## src/design/cpq_pkg.sv

```systemverilog
// Constants and types shared by the cache parameter query responder.
package cpq_pkg;

    // Query leaf values.
    localparam logic [31:0] CPQ_LEAF_CACHE_PARAMS = 32'h0000_0004;
    localparam logic [31:0] CPQ_LEAF_BASIC_LAST = 32'h0000_0003;
    localparam logic [31:0] CPQ_LEAF_EXT_BASE = 32'h8000_0000;

    // Miscellaneous feature enables: reset value and the legacy leaf-limit bit.
    localparam logic [31:0] CPQ_MISC_RESET = 32'h0000_0000;
    localparam int CPQ_LEGACY_LIMIT_BIT = 22;

    // Cache type codes.
    localparam logic [4:0] CPQ_TYPE_NULL = 5'h00;
    localparam logic [4:0] CPQ_TYPE_DATA = 5'h01;
    localparam logic [4:0] CPQ_TYPE_INSTR = 5'h02;
    localparam logic [4:0] CPQ_TYPE_UNIFIED = 5'h03;

    // Field positions and widths in the first result word.
    localparam int CPQ_A_TYPE_LSB = 0;
    localparam int CPQ_A_TYPE_W = 5;
    localparam int CPQ_A_LEVEL_LSB = 5;
    localparam int CPQ_A_LEVEL_W = 3;
    localparam int CPQ_A_SELFINIT_BIT = 8;
    localparam int CPQ_A_FULLASSOC_BIT = 9;
    localparam int CPQ_A_RSVD_LSB = 10;
    localparam int CPQ_A_RSVD_W = 4;
    localparam int CPQ_A_SHARING_LSB = 14;
    localparam int CPQ_A_SHARING_W = 12;
    localparam int CPQ_A_CORES_LSB = 26;
    localparam int CPQ_A_CORES_W = 6;

    // Field positions and widths in the second result word.
    localparam int CPQ_B_LINE_LSB = 0;
    localparam int CPQ_B_LINE_W = 12;
    localparam int CPQ_B_PART_LSB = 12;
    localparam int CPQ_B_PART_W = 10;
    localparam int CPQ_B_WAYS_LSB = 22;
    localparam int CPQ_B_WAYS_W = 10;

    // Number of described cache levels; sub-indices at or above it report the null type.
    localparam int CPQ_NUM_LEVELS = 3;
    localparam int CPQ_IDX_W = 32;

    // One cache level description, counts in minus-one form.
    typedef struct packed {
        logic [4:0] cacheType;
        logic [2:0] level;
        logic selfInit;
        logic fullyAssoc;
        logic [11:0] sharingMinus1;
        logic [5:0] coresMinus1;
        logic [11:0] lineMinus1;
        logic [9:0] partMinus1;
        logic [9:0] waysMinus1;
        logic [31:0] setsMinus1;
    } cpq_level_type;

    typedef cpq_level_type cpq_table_type [CPQ_NUM_LEVELS];

    // Plain default hierarchy: 32 KB L1 data, 32 KB L1 instruction, 2 MB L2 unified.
    localparam cpq_table_type CPQ_TABLE = '{
        '{CPQ_TYPE_DATA, 3'h1, 1'b1, 1'b0, 12'h000, 6'h01, 12'h03f, 10'h000, 10'h007, 32'h0000_003f},
        '{CPQ_TYPE_INSTR, 3'h1, 1'b1, 1'b0, 12'h000, 6'h01, 12'h03f, 10'h000, 10'h007, 32'h0000_003f},
        '{CPQ_TYPE_UNIFIED, 3'h2, 1'b1, 1'b0, 12'h001, 6'h01, 12'h03f, 10'h000, 10'h007, 32'h0000_0fff}
    };

endpackage

```

## src/design/cpq_table_if.sv

```systemverilog
// Carrier between the query responder and its cache level table.
`timescale 1ns/1ns
interface cpq_table_if;
    logic [31:0] subIndex;
    logic present;
    cpq_pkg::cpq_level_type entry;

    modport requester (output subIndex, input present, input entry);
    modport table_side (input subIndex, output present, output entry);
endinterface

```

## src/design/cpq_level_table.sv

```systemverilog
// Lookup of one cache level description by zero-based sub-index.
`timescale 1ns/1ns
module cpq_level_table (
    cpq_table_if.table_side tbl
);

    logic [cpq_pkg::CPQ_NUM_LEVELS-1:0] hit;

    // One comparator per described level; sub-indices count up from zero.
    genvar i;
    generate
        for (i = 0; i < cpq_pkg::CPQ_NUM_LEVELS; i++)
        begin : gLevel
            assign hit[i] = (tbl.subIndex == 32'(i));
        end
    endgenerate

    // One-hot select; no hit leaves an all-zero entry, which is the null type.
    always_comb
    begin
        tbl.entry = '0;
        tbl.present = |hit;
        for (int k = 0; k < cpq_pkg::CPQ_NUM_LEVELS; k++)
        begin
            if (hit[k])
            begin
                tbl.entry = cpq_pkg::CPQ_TABLE[k];
            end
        end
    end

endmodule

```

## src/design/cpq_cache_parameter_query.sv

```systemverilog
// Cache parameter query responder: answers the cache description leaf per sub-index.
`timescale 1ns/1ns
// Summary of operation
// - Cache descriptions are returned only for a query with leaf selector 4.
// - Sub-index picks the cache level, numbered consecutively from zero.
// - Type field: 0 none, 1 data, 2 instruction, 3 unified; others reserved.
// - Bit 8 of word one set when the level needs no software initialisation.
// - Word one bits 25:14 give logical processors sharing the cache, minus one.
// - Word one bits 31:26 give cores in the package, minus one.
// - Word two bits 11:0 give coherency line size in bytes, minus one.
// - Word two bits 21:12 give physical line partitions, minus one.
// - Word two bits 31:22 give ways of associativity, minus one.
// - Word three gives the number of sets, minus one.
// - Leaves above 3 and below 80000000h hidden while legacy limit bit 22 set.
module cpq_cache_parameter_query (
    input wire logic mclk,
    input wire logic rst_b,
    input wire logic queryStrobe,
    input wire logic [31:0] queryLeaf,
    input wire logic [31:0] querySubIndex,
    input wire logic miscWrite,
    input wire logic [31:0] miscWriteData,
    output logic [31:0] cacheTypeAndSharingWord,
    output logic [31:0] cacheGeometryWord,
    output logic [31:0] cacheSetCountWord,
    output logic [31:0] cacheSpareWord,
    output logic resultValid,
    output logic leafServed,
    output logic [31:0] miscFeatureEnables
);

    cpq_table_if tblBus ();

    logic [31:0] miscFeatureEnables_reg;
    logic [31:0] wordA_next;
    logic [31:0] wordB_next;
    logic [31:0] wordC_next;
    logic [31:0] wordD_next;
    logic leafVisible;
    logic served_next;
    logic [31:0] wordA_reg;
    logic [31:0] wordB_reg;
    logic [31:0] wordC_reg;
    logic [31:0] wordD_reg;
    logic resultValid_reg;
    logic leafServed_reg;

    cpq_level_table levelTable (
        .tbl (tblBus.table_side)
    );

    // The sub-index goes straight to the table; the answer is captured one edge later.
    assign tblBus.subIndex = querySubIndex;

    // Software-written enables; reset leaves the legacy leaf limit clear so all leaves show.
    always_ff @(posedge mclk)
    begin
        if (!rst_b)
        begin
            miscFeatureEnables_reg <= cpq_pkg::CPQ_MISC_RESET;
        end
        else if (miscWrite)
        begin
            miscFeatureEnables_reg <= miscWriteData;
        end
    end

    // A write in the same cycle as a query takes effect only for the next query.
    always_comb
    begin
        leafVisible = 1'b1;
        if ((queryLeaf > cpq_pkg::CPQ_LEAF_BASIC_LAST) && (queryLeaf < cpq_pkg::CPQ_LEAF_EXT_BASE)
            && miscFeatureEnables_reg[cpq_pkg::CPQ_LEGACY_LIMIT_BIT])
        begin
            leafVisible = 1'b0;
        end
        served_next = leafVisible && (queryLeaf == cpq_pkg::CPQ_LEAF_CACHE_PARAMS);
    end

    // Pack the result words; any unserved query or missing level reads all zero.
    always_comb
    begin
        wordA_next = '0;
        wordB_next = '0;
        wordC_next = '0;
        wordD_next = '0;
        if (served_next && tblBus.present)
        begin
            wordA_next[cpq_pkg::CPQ_A_TYPE_LSB +: cpq_pkg::CPQ_A_TYPE_W] = tblBus.entry.cacheType;
            wordA_next[cpq_pkg::CPQ_A_LEVEL_LSB +: cpq_pkg::CPQ_A_LEVEL_W] = tblBus.entry.level;
            wordA_next[cpq_pkg::CPQ_A_SELFINIT_BIT] = tblBus.entry.selfInit;
            wordA_next[cpq_pkg::CPQ_A_FULLASSOC_BIT] = tblBus.entry.fullyAssoc;
            wordA_next[cpq_pkg::CPQ_A_RSVD_LSB +: cpq_pkg::CPQ_A_RSVD_W] = '0;
            wordA_next[cpq_pkg::CPQ_A_SHARING_LSB +: cpq_pkg::CPQ_A_SHARING_W] = tblBus.entry.sharingMinus1;
            wordA_next[cpq_pkg::CPQ_A_CORES_LSB +: cpq_pkg::CPQ_A_CORES_W] = tblBus.entry.coresMinus1;
            wordB_next[cpq_pkg::CPQ_B_LINE_LSB +: cpq_pkg::CPQ_B_LINE_W] = tblBus.entry.lineMinus1;
            wordB_next[cpq_pkg::CPQ_B_PART_LSB +: cpq_pkg::CPQ_B_PART_W] = tblBus.entry.partMinus1;
            wordB_next[cpq_pkg::CPQ_B_WAYS_LSB +: cpq_pkg::CPQ_B_WAYS_W] = tblBus.entry.waysMinus1;
            wordC_next = tblBus.entry.setsMinus1;
        end
    end

    // Result words hold their value until the next query.
    always_ff @(posedge mclk)
    begin
        if (!rst_b)
        begin
            wordA_reg <= '0;
            wordB_reg <= '0;
            wordC_reg <= '0;
            wordD_reg <= '0;
            leafServed_reg <= 1'b0;
        end
        else if (queryStrobe)
        begin
            wordA_reg <= wordA_next;
            wordB_reg <= wordB_next;
            wordC_reg <= wordC_next;
            wordD_reg <= wordD_next;
            leafServed_reg <= served_next;
        end
    end

    // One-cycle completion pulse for every query, served or not.
    always_ff @(posedge mclk)
    begin
        if (!rst_b)
        begin
            resultValid_reg <= 1'b0;
        end
        else
        begin
            resultValid_reg <= queryStrobe;
        end
    end

    // Every output is a flip-flop.
    assign cacheTypeAndSharingWord = wordA_reg;
    assign cacheGeometryWord = wordB_reg;
    assign cacheSetCountWord = wordC_reg;
    assign cacheSpareWord = wordD_reg;
    assign resultValid = resultValid_reg;
    assign leafServed = leafServed_reg;
    assign miscFeatureEnables = miscFeatureEnables_reg;

endmodule

```

## config.mk

```make
export PLATFORM = sky130hd
export DESIGN_NAME = cpq_cache_parameter_query
export DESIGN_NICKNAME = d
export VERILOG_FILES = /design/src/design/cpq_pkg.sv /design/src/design/cpq_table_if.sv /design/src/design/cpq_level_table.sv /design/src/design/cpq_cache_parameter_query.sv
export SDC_FILE = /design/constraint.sdc
export NUM_CORES = 1
export LEC_CHECK = 0
export ABC_AREA = 1
export BUFFER_PORTS_ARGS = -buffer_cell sky130_fd_sc_hd__buf_2
export CAP_MARGIN = 20
export CORE_ASPECT_RATIO = 1.2
export CORE_MARGIN = 2
export CORE_UTILIZATION = 55
export CTS_CLUSTER_SIZE = 16
export DETAILED_ROUTE_END_ITERATION = 10
export PLACE_DENSITY = 0.91
export SKIP_LAST_GASP = 1
export SYNTH_ARGS = -nofsm -noshare
export SYNTH_HDL_FRONTEND = slang
export SYNTH_HIERARCHICAL = 1
export SYNTH_SLANG_ARGS = --single-unit
```

## constraint.sdc

```tcl
create_clock -name mclk -period 3 [get_ports mclk]
set_input_delay 0.6 -clock mclk [delete_from_list [all_inputs] [get_ports mclk]]
set_output_delay 0.6 -clock mclk [all_outputs]
set_load 0.02 [all_outputs]
```

==> flow_metrics.py, run 1 <==
metrics = {
    "outcome": {
        "status": "finished, final reports clean",
    },
    "power_and_ir_drop": {
        "p_sw_share_pct": 23.8,
        "p_leak_nw": 4.43,
        "peakVddDrop_uv": 431,
        "combinationalPowerShare_pct": 7.9,
        "p_per_area_nw_per_um2": 483,
        "pwr-share-seq_pct": 42.1,
        "power_frac_clock_pct": 50.0,
        "p_switching_mw": 0.972,
        "internal_power_mw": 3.11,
    },
    "floorplanning": {
        "start_util_pct": 55.7,
        "die_area_um2": 14200,
        "num_io_pins": 262,
        "coreArea_um2": 13100,
        "placement_rows": 46,
        "die_w_um": 109,
        "die_h_um": 130,
    },
    "sta": {
        "slew_headroom_pct": 36.8,
        "drv_slew": 0,
        "max_clock_freq_mhz": 553,
        "setup_violations": 0,
        "finalCritPeriodShare_pct": 60.3,
        "rsz0062_at_grt": "false",
        "layout_min_cycle_time_ns": 1.81,
        "worstMarginPinSlew_ns": 0.947,
        "hold_viol": 0,
        "skew_ns": 0.00582,
        "tns_ns": 0,
        "holdWs_ns": 0.414,
    },
    "clock_tree": {
        "cts_tree": "yes",
        "root_buffer": "clkbuf_16",
        "clockBufferDepth": 2,
        "htreeDepth": 4,
        "cts-resized-gates": 0,
        "clk_latency_ns": 0.40,
        "cts_buffers": 17,
        "ctsHoldBuffers": 0,
        "cts_setup_buffers": 0,
        "clk_pin_slew_ns": 0.06,
        "clkSinkCount": 126,
    },
    "worst_setup_path": {
        "worstPathMaxFanout": 20,
        "endpoint_kind": "register",
        "required_ns": 3.34,
        "worstPathArrival_ns": 2.14,
        "reg2reg_setup_slack_ns": 1.50,
        "r2r_cells": 6,
        "r2r_end": "cacheSetCountWord[10]",
        "reg2reg_from": "miscFeatureEnables[22]",
        "critPathLaunchType": "input port",
        "crit_type": "input port to register",
    },
    "synth": {
        "yosysWarnings": 6,
        "synth_most_common_cell": "nand2_1",
        "avgSynthCellArea_um2": 7.46,
        "synthArstFlopShare_pct": 0,
        "synth_edf_count": 0,
        "yosys-top-cells-count": "218 x nand2_1, 132 x buf_4, 126 x dfxtp_1, 125 x inv_1, 95 x nor2_1",
        "synthCells": 981,
        "synth-seq-cells": 126,
        "synthDistinctLibCells": 23,
        "synth.area.top_cells": "dfxtp_1 34%, buf_4 14%, nand2_1 11%, nand3_2 9.7%, a21oi_2 8.4%",
        "yosys.area.top_type_share_pct": 34.5,
        "yosysTopAreaCell": "dfxtp_1",
        "synthFlopType": "dfxtp_1",
        "ys_seq_area_share_pct": 34.5,
        "syn_area_um2": 7310,
    },
    "detailed_routing": {
        "drc": 0,
        "routed-via-count": 5990,
        "wl_per_cell_um": 11.5,
        "detail-route-antenna-nets": 0,
        "wl_um": 15300,
        "initialDrtViolationCount": 316,
        "viasPerCell": 4.50,
        "drt-pass1-iter-count": 4,
    },
    "hold_path": {
        "hp-class": "input port to register",
        "min_to": "miscFeatureEnables[7]",
        "hold_start": "miscWriteData[7]",
        "hold_depth": 3,
    },
    "job": {
        "maxCapViolCount": 0,
    },
    "grt": {
        "first_global_vias": 5310,
        "track_usage_pct": 21.4,
        "grt_pass1_wl_um": 24300,
        "grt_max_degree": 94,
        "antenna_found_initial": 1,
        "grt_remaining_overflow": 0,
    },
    "layout": {
        "diodes": 0,
        "regArea_um2": 2520,
        "syn_to_final_growth_pct": 15.6,
        "drive_gt1_share_pct": 36.3,
        "finalNonFillerCells": 1332,
        "multiInputGateArea_um2": 3360,
        "nets": 1252,
        "fillers": 1079,
    },
    "placement": {
        "place_inst": 1301,
        "gp_congestion": 0.775,
        "port_buffers": 225,
        "dp_hpwl_um": 10200,
    },
}
==> through the flow <==
| stage | instance area [µm²] | total power [mW] | utilization, % | worst slack [ns] |
|---|---|---|---|---|
| 4_1_cts | 8450 | 4.12 | 64.4 | 1.21 |
| 3_3_place_gp | 7860 | 2.07 | 59.9 | 0.870 |
| 3_5_place_dp | 7860 | 2.07 | 59.9 | 0.784 |
| 2_1_floorplan | 7680 | 2.05 | - | 0.872 |
| 5_1_grt | 8450 | 4.24 | 64.4 | 1.00 |
| 6_report | 8450 | 4.09 | 64.4 | 1.19 |
==> per-layer routing <==
metal	wire, µm	GRT usage [%]	up-vias
li1	-	-	3122
met1	6520	24.7	2676
met2	7680	37.3	172
met3	926	7.09	18
met4	179	6.92	2
met5	11	0	-
==> power groups by stage <==
stage	clock [mW]	combinational [mW]	sequential [mW]
2_1_floorplan	0	0.254	1.79
3_3_place_gp	0	0.315	1.75
3_5_place_dp	0	0.321	1.75
4_1_cts	2.08	0.321	1.72
5_1_grt	2.16	0.357	1.72
6_report	2.04	0.322	1.72
==> cell families after synthesis <==
group / Yosys count / synth area share [%]
AO/OA/AOI/OAI: 125 / 12.1
other: 2 / 0.103
AND/OR/NAND/NOR: 417 / 28.5
buffers and inverters: 311 / 24.8
flip-flops: 126 / 34.5
==> cells in the final DEF (no fill, tap or decap), types with 23 or more instances in the layout <==
cell     count
a21oi_2     70
nand3_2     70
dfxtp_1    126
nor2_1      94
conb_1     100
buf_2      225
nand2_1    218
o21ai_0     32
inv_1      124
a21oi_1     23
==> layout make-up <==
type / count / share of cell area (%)
repair buffers: 237 / 15.1
clock buffers: 22 / 5.73
flip-flops and latches: 126 / 29.8
well taps: 168 / 2.49
inverters: 128 / 5.71
multi-input cells: 642 / 39.8
clock inverters: 9 / 1.30
==> worst max-delay path: stages <==
cell and delay, ns:
buf_2 0.09, inv_1 0.05, nand2_1 0.05, nor2_1 0.10, nand2_1 0.09, nor2_4 0.15
nand2_2 0.10, nand3_4 0.22, buf_4 0.28, nand2_1 0.08, inv_1 0.07, nand3_1 0.08
a21oi_1 0.15
==> worst max path at each step <==
stage	startpoint	endpoint	slack (ns)	cells after the start
CTS	querySubIndex[28]	cacheGeometryWord[5]	1.21	13
finish	querySubIndex[28]	cacheGeometryWord[5]	1.19	13
global placement	querySubIndex[22]	cacheGeometryWord[22]	0.87	13
detailed placement	querySubIndex[28]	cacheGeometryWord[5]	0.78	13
global route	querySubIndex[28]	cacheGeometryWord[5]	1.00	13
floorplan	querySubIndex[22]	cacheTypeAndSharingWord[0]	0.87	13
Note: power is estimated with default switching activity, not from simulation.
==> run 2: changes to the inputs <==
--- a/config.mk
+++ b/config.mk
@@ -10,10 +10,10 @@
 export CAP_MARGIN = 20
 export CORE_ASPECT_RATIO = 1.2
 export CORE_MARGIN = 2
-export CORE_UTILIZATION = 55
+export CORE_UTILIZATION = 47
 export CTS_CLUSTER_SIZE = 16
 export DETAILED_ROUTE_END_ITERATION = 10
-export PLACE_DENSITY = 0.91
+export PLACE_DENSITY = 0.83
 export SKIP_LAST_GASP = 1
 export SYNTH_ARGS = -nofsm -noshare
 export SYNTH_HDL_FRONTEND = slang
==> constraint.sdc (replaced) <==
create_clock -name mclk -period 1.6 [get_ports mclk]
set_input_delay 0.32 -clock mclk [delete_from_list [all_inputs] [get_ports mclk]]
set_output_delay 0.32 -clock mclk [all_outputs]
set_load 0.02 [all_outputs]
==> run 2 against run 1 <==
  * Core utilization fell by 6.9 points
  * Clock skew down 0.0024 ns
  * Highest routed layer is now met4
  * Worst setup slack got worse by 0.89 ns
  * Critical path depth is 12 lower
==> flow_metrics.py, run 2 (synthesis results as in run 1) <==
metrics = {
    "layout": {
        "finalNonFillerCells": 1383,
        "diodes": 0,
        "mostFrequentLayoutCells": "225 x buf_2, 216 x nand2_1, 126 x dfxtp_1",
        "design_area_um2": 8680,
        "final_common_cell": "buf_2",
        "syn_to_final_growth_pct": 18.7,
        "drive_gt1_share_pct": 37.7,
        "nets": 1269,
    },
    "floorplanning": {
        "num_io_pins": 262,
        "coreArea_um2": 15100,
        "placement_rows": 49,
        "die_area_um2": 16600,
        "start_util_pct": 48.5,
        "die_w_um": 118,
        "die_h_um": 141,
    },
    "worst_setup_path": {
        "endpoint_kind": "primary output",
        "worstPathMaxFanout": 2,
        "crit_buf_inv": 1,
        "worstPathCellList": "buf_2",
        "critPathSlowestCell": "dfxtp_1",
        "cpPeakStageDelay_ns": 0.37,
        "r2r_cells": 6,
        "critPathTopFamily": "flip-flops",
        "critPathLaunchType": "register",
        "crit_cells": 1,
        "crit_type": "register to primary output",
        "worstPathArrival_ns": 0.97,
        "required_ns": 1.28,
    },
    "placement": {
        "dp_hpwl_um": 11100,
        "port_buffers": 225,
        "pre_cts_slack_ns": -0.109,
        "gp_congestion": 0.746,
        "place_inst": 1354,
        "postPlaceCellArea_um2": 8100,
    },
    "detailed_routing": {
        "viasPerCell": 4.37,
        "routed-via-count": 6039,
        "drt-pass1-iter-count": 4,
        "detail-route-antenna-nets": 0,
        "wl_per_cell_um": 11.2,
        "initialDrtViolationCount": 210,
        "drc": 0,
        "wl_um": 15400,
    },
    "hold_path": {
        "hold_depth": 3,
        "hp-class": "input port to register",
    },
    "sta": {
        "max_clock_freq_mhz": 773,
        "setup_violations": 0,
        "hold_viol": 0,
        "drv_slew": 0,
        "skew_ns": 0.00347,
        "rsz0062_at_grt": "false",
        "layout_min_cycle_time_ns": 1.29,
        "setup_slack_ns": 0.306,
        "finalCritPeriodShare_pct": 80.9,
    },
    "clock_tree": {
        "cts_buffers": 17,
        "clk_latency_ns": 0.41,
        "htreeDepth": 4,
        "ctsHoldBuffers": 0,
        "clkSinkCount": 126,
        "cts_setup_buffers": 0,
        "clockBufferDepth": 2,
        "root_buffer": "clkbuf_16",
        "cts-resized-gates": 0,
        "cts_tree": "yes",
        "clk_pin_slew_ns": 0.05,
    },
    "job": {
        "maxCapViolCount": 0,
    },
    "power_and_ir_drop": {
        "p_leak_nw": 4.53,
        "peakVddDrop_uv": 739,
        "p_per_area_nw_per_um2": 881,
        "p_total_mw": 7.65,
    },
    "grt": {
        "grt_max_degree": 94,
        "antenna_found_initial": 0,
        "first_global_vias": 5867,
        "grt_remaining_overflow": 0,
        "track_usage_pct": 19.1,
        "grt_pass1_wl_um": 26200,
    },
    "outcome": {
        "status": "finished, final reports clean",
    },
}
run 2: cell types whose count changed in the layout (fill, tap and decap cells not counted):
cell	before	now
buf_12	5	9
buf_4	7	20
clkbuf_8	4	5
clkinv_2	2	3
clkinv_4	2	1
clkinvlp_4	3	0
inv_1	124	118
inv_2	3	6
inv_4	1	3
inv_8	0	1
nand2_1	218	216
nand2_2	4	6
run 2: layer usage:
layer | wire [µm] | GRT usage, %
met1 | 6340 | 20.7
met2 | 7910 | 34.7
met3 | 854 | 5.38
met4 | 327 | 8.37
met5 | 0 | 0
run 2: area by class of cell:
cell class	instances	area, µm²
flip-flops and latches	126	2520
clock buffers	23	498
inverters	128	495
clock inverters	6	83.8
well taps	204	255
fillers	1402	6400
multi-input cells	642	3370
repair buffers	254	1460
run 2: power breakdown:
part / switching, mW / total (mW) / internal (mW)
Clock: 1.34 / 3.81 / 2.47
Combinational: 0.415 / 0.616 / 0.201
Sequential: 0.0266 / 3.22 / 3.20
run 2: worst paths after layout:
| check | startpoint | to | slack (ns) |
|---|---|---|---|
| worst max-delay path | cacheGeometryWord[11] | cacheGeometryWord[11] | 0.31 |
| worst min-delay path | queryStrobe | resultValid | 0.11 |
| worst max register to register | miscFeatureEnables[22] | cacheGeometryWord[5] | 0.36 |
| worst min register to register | cacheSetCountWord[26] | cacheSetCountWord[26] | 0.46 |
run 2: per-stage QoR:
| stage | TNS, ns | utilization (%) | hold slack [ns] |
|---|---|---|---|
| global placement | -1.05 | 53.7 | 0.449 |
| floorplan | -0.429 | - | 0.413 |
| global route | 0 | 57.6 | 0.123 |
| finish | 0 | 57.6 | 0.111 |
| CTS | 0 | 57.6 | 0.0866 |
| detailed placement | -1.91 | 53.7 | 0.455 |
==> run 3: changes to the inputs <==
--- a/config.mk
+++ b/config.mk
@@ -5,15 +5,15 @@
 export SDC_FILE = /design/constraint.sdc
 export NUM_CORES = 1
 export LEC_CHECK = 0
-export ABC_AREA = 1
+export ABC_AREA = 0
 export BUFFER_PORTS_ARGS = -buffer_cell sky130_fd_sc_hd__buf_2
 export CAP_MARGIN = 20
 export CORE_ASPECT_RATIO = 1.2
 export CORE_MARGIN = 2
-export CORE_UTILIZATION = 47
+export CORE_UTILIZATION = 48
 export CTS_CLUSTER_SIZE = 16
 export DETAILED_ROUTE_END_ITERATION = 10
-export PLACE_DENSITY = 0.83
+export PLACE_DENSITY = 0.87
 export SKIP_LAST_GASP = 1
 export SYNTH_ARGS = -nofsm -noshare
 export SYNTH_HDL_FRONTEND = slang
==> constraint.sdc (replaced) <==
create_clock -name mclk -period 1.34 [get_ports mclk]
set_input_delay 0.268 -clock mclk [delete_from_list [all_inputs] [get_ports mclk]]
set_output_delay 0.268 -clock mclk [all_outputs]
set_load 0.02 [all_outputs]
==> run 3 against run 2 <==
  * The run now ends with setup timing left
  * Non-clock buffer count up 13
  * Sequential power is 19% higher
  * Total power up 21%
  * Combinational power rose by 8.9%
  * Synthesized cell count decreased by 52%
  * Critical endpoint is now cacheTypeAndSharingWord[1]
  * Largest cell class is now flip-flops and latches
==> flow_metrics.py, run 3 <==
metrics = {
    "outcome": {
        "status": "finished, violations left",
        "violations": "setup timing",
    },
    "placement": {
        "postPlaceCellArea_um2": 6090,
        "port_buffers": 225,
        "gp_congestion": 0.794,
        "dp_hpwl_um": 9390,
    },
    "worst_setup_path": {
        "worstPathArrival_ns": 1.98,
        "crit_type": "input port to register",
        "worstPathMaxFanout": 8,
        "required_ns": 1.67,
        "cpPeakStageDelay_ns": 0.39,
        "worstPathCellList": "buf_6 -> nor4_4 -> nand2_2 -> a2111oi_4 -> inv_2 -> nor4_4 -> buf_6 -> buf_12 -> clkbuf_16 -> a22o_1",
        "critPathLaunchType": "input port",
        "startpoint": "querySubIndex[26]",
        "reg2reg_from": "miscFeatureEnables[22]",
        "critPathSlowestCell": "a2111oi_4",
        "endpoint_kind": "register",
    },
    "synth": {
        "yosysWarnings": 6,
        "synthFlopType": "dfxtp_1",
        "avgSynthCellArea_um2": 11.1,
        "yosys-top-cells-count": "126 x dfxtp_1, 125 x buf_4, 92 x a22o_1, 33 x nor2b_1, 32 x mux2i_1",
        "synth_edf_count": 0,
        "synthAdderAreaFrac_pct": 0,
        "synth_compound_area_share_pct": 15.8,
        "synth-simple-area-share_pct": 8.44,
        "synth.area.top_cells": "dfxtp_1 48%, buf_4 18%, a22o_1 15%, mux2i_1 6.1%, nor2b_1 3.9%",
        "yosysTopAreaCell": "dfxtp_1",
        "synthDistinctLibCells": 26,
        "yosys.area.top_type_share_pct": 48.2,
        "synthArstFlopShare_pct": 0,
        "synth_mux_area_share_pct": 6.12,
        "ys_seq_area_share_pct": 48.2,
        "syn_area_um2": 5230,
        "synth_top_family_by_area": "buffers and inverters",
        "synth-seq-cells": 126,
        "synthCells": 473,
        "synth_most_common_cell": "dfxtp_1",
        "synth_xor_area_share_pct": 0.167,
    },
    "grt": {
        "track_usage_pct": 20.9,
        "first_global_vias": 3866,
        "grt_pass1_wl_um": 19300,
        "grt_max_degree": 48,
        "antenna_found_initial": 2,
        "grt_remaining_overflow": 0,
    },
    "clock_tree": {
        "cts_buffers": 17,
        "clk_latency_ns": 0.39,
        "root_buffer": "clkbuf_16",
        "clockBufferDepth": 2,
        "clk_pin_slew_ns": 0.05,
        "clkSinkCount": 126,
        "htreeDepth": 4,
        "cts_tree": "yes",
    },
    "floorplanning": {
        "die_h_um": 118,
        "die_area_um2": 11800,
        "coreArea_um2": 10600,
        "die_w_um": 99.3,
        "num_io_pins": 262,
        "placement_rows": 41,
        "start_util_pct": 49.5,
    },
    "detailed_routing": {
        "wl_per_cell_um": 15.1,
        "detail-route-antenna-nets": 0,
        "drt-pass1-iter-count": 4,
        "routed-via-count": 4006,
        "viasPerCell": 4.72,
        "wl_um": 12800,
        "drc": 0,
        "initialDrtViolationCount": 106,
    },
    "sta": {
        "setup_violations": 28,
        "skew_ns": 0.00442,
        "rsz0062_at_grt": "true",
        "layout_min_cycle_time_ns": 1.65,
        "drv_slew": 0,
        "hold_viol": 0,
        "finalCritPeriodShare_pct": 123,
        "max_clock_freq_mhz": 607,
        "setup_slack_ns": -0.307,
    },
    "layout": {
        "mostFrequentLayoutCells": "222 x buf_2, 126 x dfxtp_1, 100 x conb_1",
        "syn_to_final_growth_pct": 32.8,
        "fillers": 778,
        "design_area_um2": 6950,
        "drive_gt1_share_pct": 43.5,
        "final_common_cell": "buf_2",
        "regArea_um2": 2520,
        "nets": 806,
        "multiInputGateArea_um2": 2050,
    },
    "power_and_ir_drop": {
        "p_per_area_nw_per_um2": 1330,
        "p_leak_nw": 3.57,
        "peakVddDrop_uv": 821,
        "p_total_mw": 9.24,
    },
    "hold_path": {
        "hp-class": "input port to register",
        "hold_start": "miscWriteData[27]",
    },
    "job": {
        "maxCapViolCount": 0,
    },
}
[run 3: changes by cell type in the layout (fill, tap and decap cells not counted), moves of 70 or more]
cell | previous run | this run
a21oi_2 | 70 | 0
nor2_1 | 94 | 2
inv_1 | 118 | 0
nand3_2 | 70 | 0
nand2_1 | 216 | 2
a22o_1 | 0 | 92
[run 3: power breakdown]
part	switching, mW	internal, mW
registers	0.0271	3.81
logic	0.405	0.266
clock network	1.62	3.12
[run 3: layout make-up]
class                      instances  area share, %
tap                              129           2.32
inverter                           1         0.0540
timing repair buffer             267           23.0
antenna                            1         0.0360
clock inverter                    13           2.74
sequential                       126           36.3
multi-input combinational        293           29.4
clock buffer                      18           6.17
[run 3: worst paths after layout]
kind,cells after the start,endpoint,slack [ns]
setup reg to reg,7,cacheTypeAndSharingWord[1],-0.03
hold / removal,3,miscFeatureEnables[27],0.14
hold reg to reg,2,leafServed,0.46
setup / recovery,10,cacheTypeAndSharingWord[1],-0.31
[run 3: cell families (layout without fill, tap and decap cells)]
kind of cell    Yosys count  in the layout
simple gates             66             66
buf+inv                 152            299
flops                   126            126
other cells               2            101
xor+xnor                  1              1
compound gates           94             94
mux                      32             32
[run 3: layer usage]
layer  up-vias  routed length [µm]  GRT usage [%]
li1       1930                   -              -
met1      1850                4810           22.0
met2       200                6690           38.0
met3        26                 940           5.44
met4         0                 383           9.85
met5         -                   0              0
[run 3: worst max-delay path: cells and delay by family]
kind | cells | cell delay [ns]
buffers and inverters | 5 | 0.62
AO/OA/AOI/OAI | 2 | 0.51
AND/OR/NAND/NOR | 3 | 0.58
[run 3: what timing repair did]
item / 4_1_cts / 5_1_grt
pin swaps: 4 / 8
hold buffers: 0 / 0
buffers inserted: 8 / 4
setup endpoints to repair: 28 / 28
cloned: 2 / 2
resized for setup: 9 / 6
[run 3: through the flow]
step	instances	setup TNS, ns	setup WS [ns]	hold WS, ns	utilization [%]
after floorplan	571	-24.00	-0.867	0.390	-
after global placement	801	-19.19	-0.684	0.444	57.7
after detailed placement	801	-20.35	-0.695	0.444	57.7
after CTS	842	-6.47	-0.257	0.122	64.9
after global routing	848	-10.49	-0.396	0.125	65.8
final	848	-7.57	-0.307	0.138	65.8
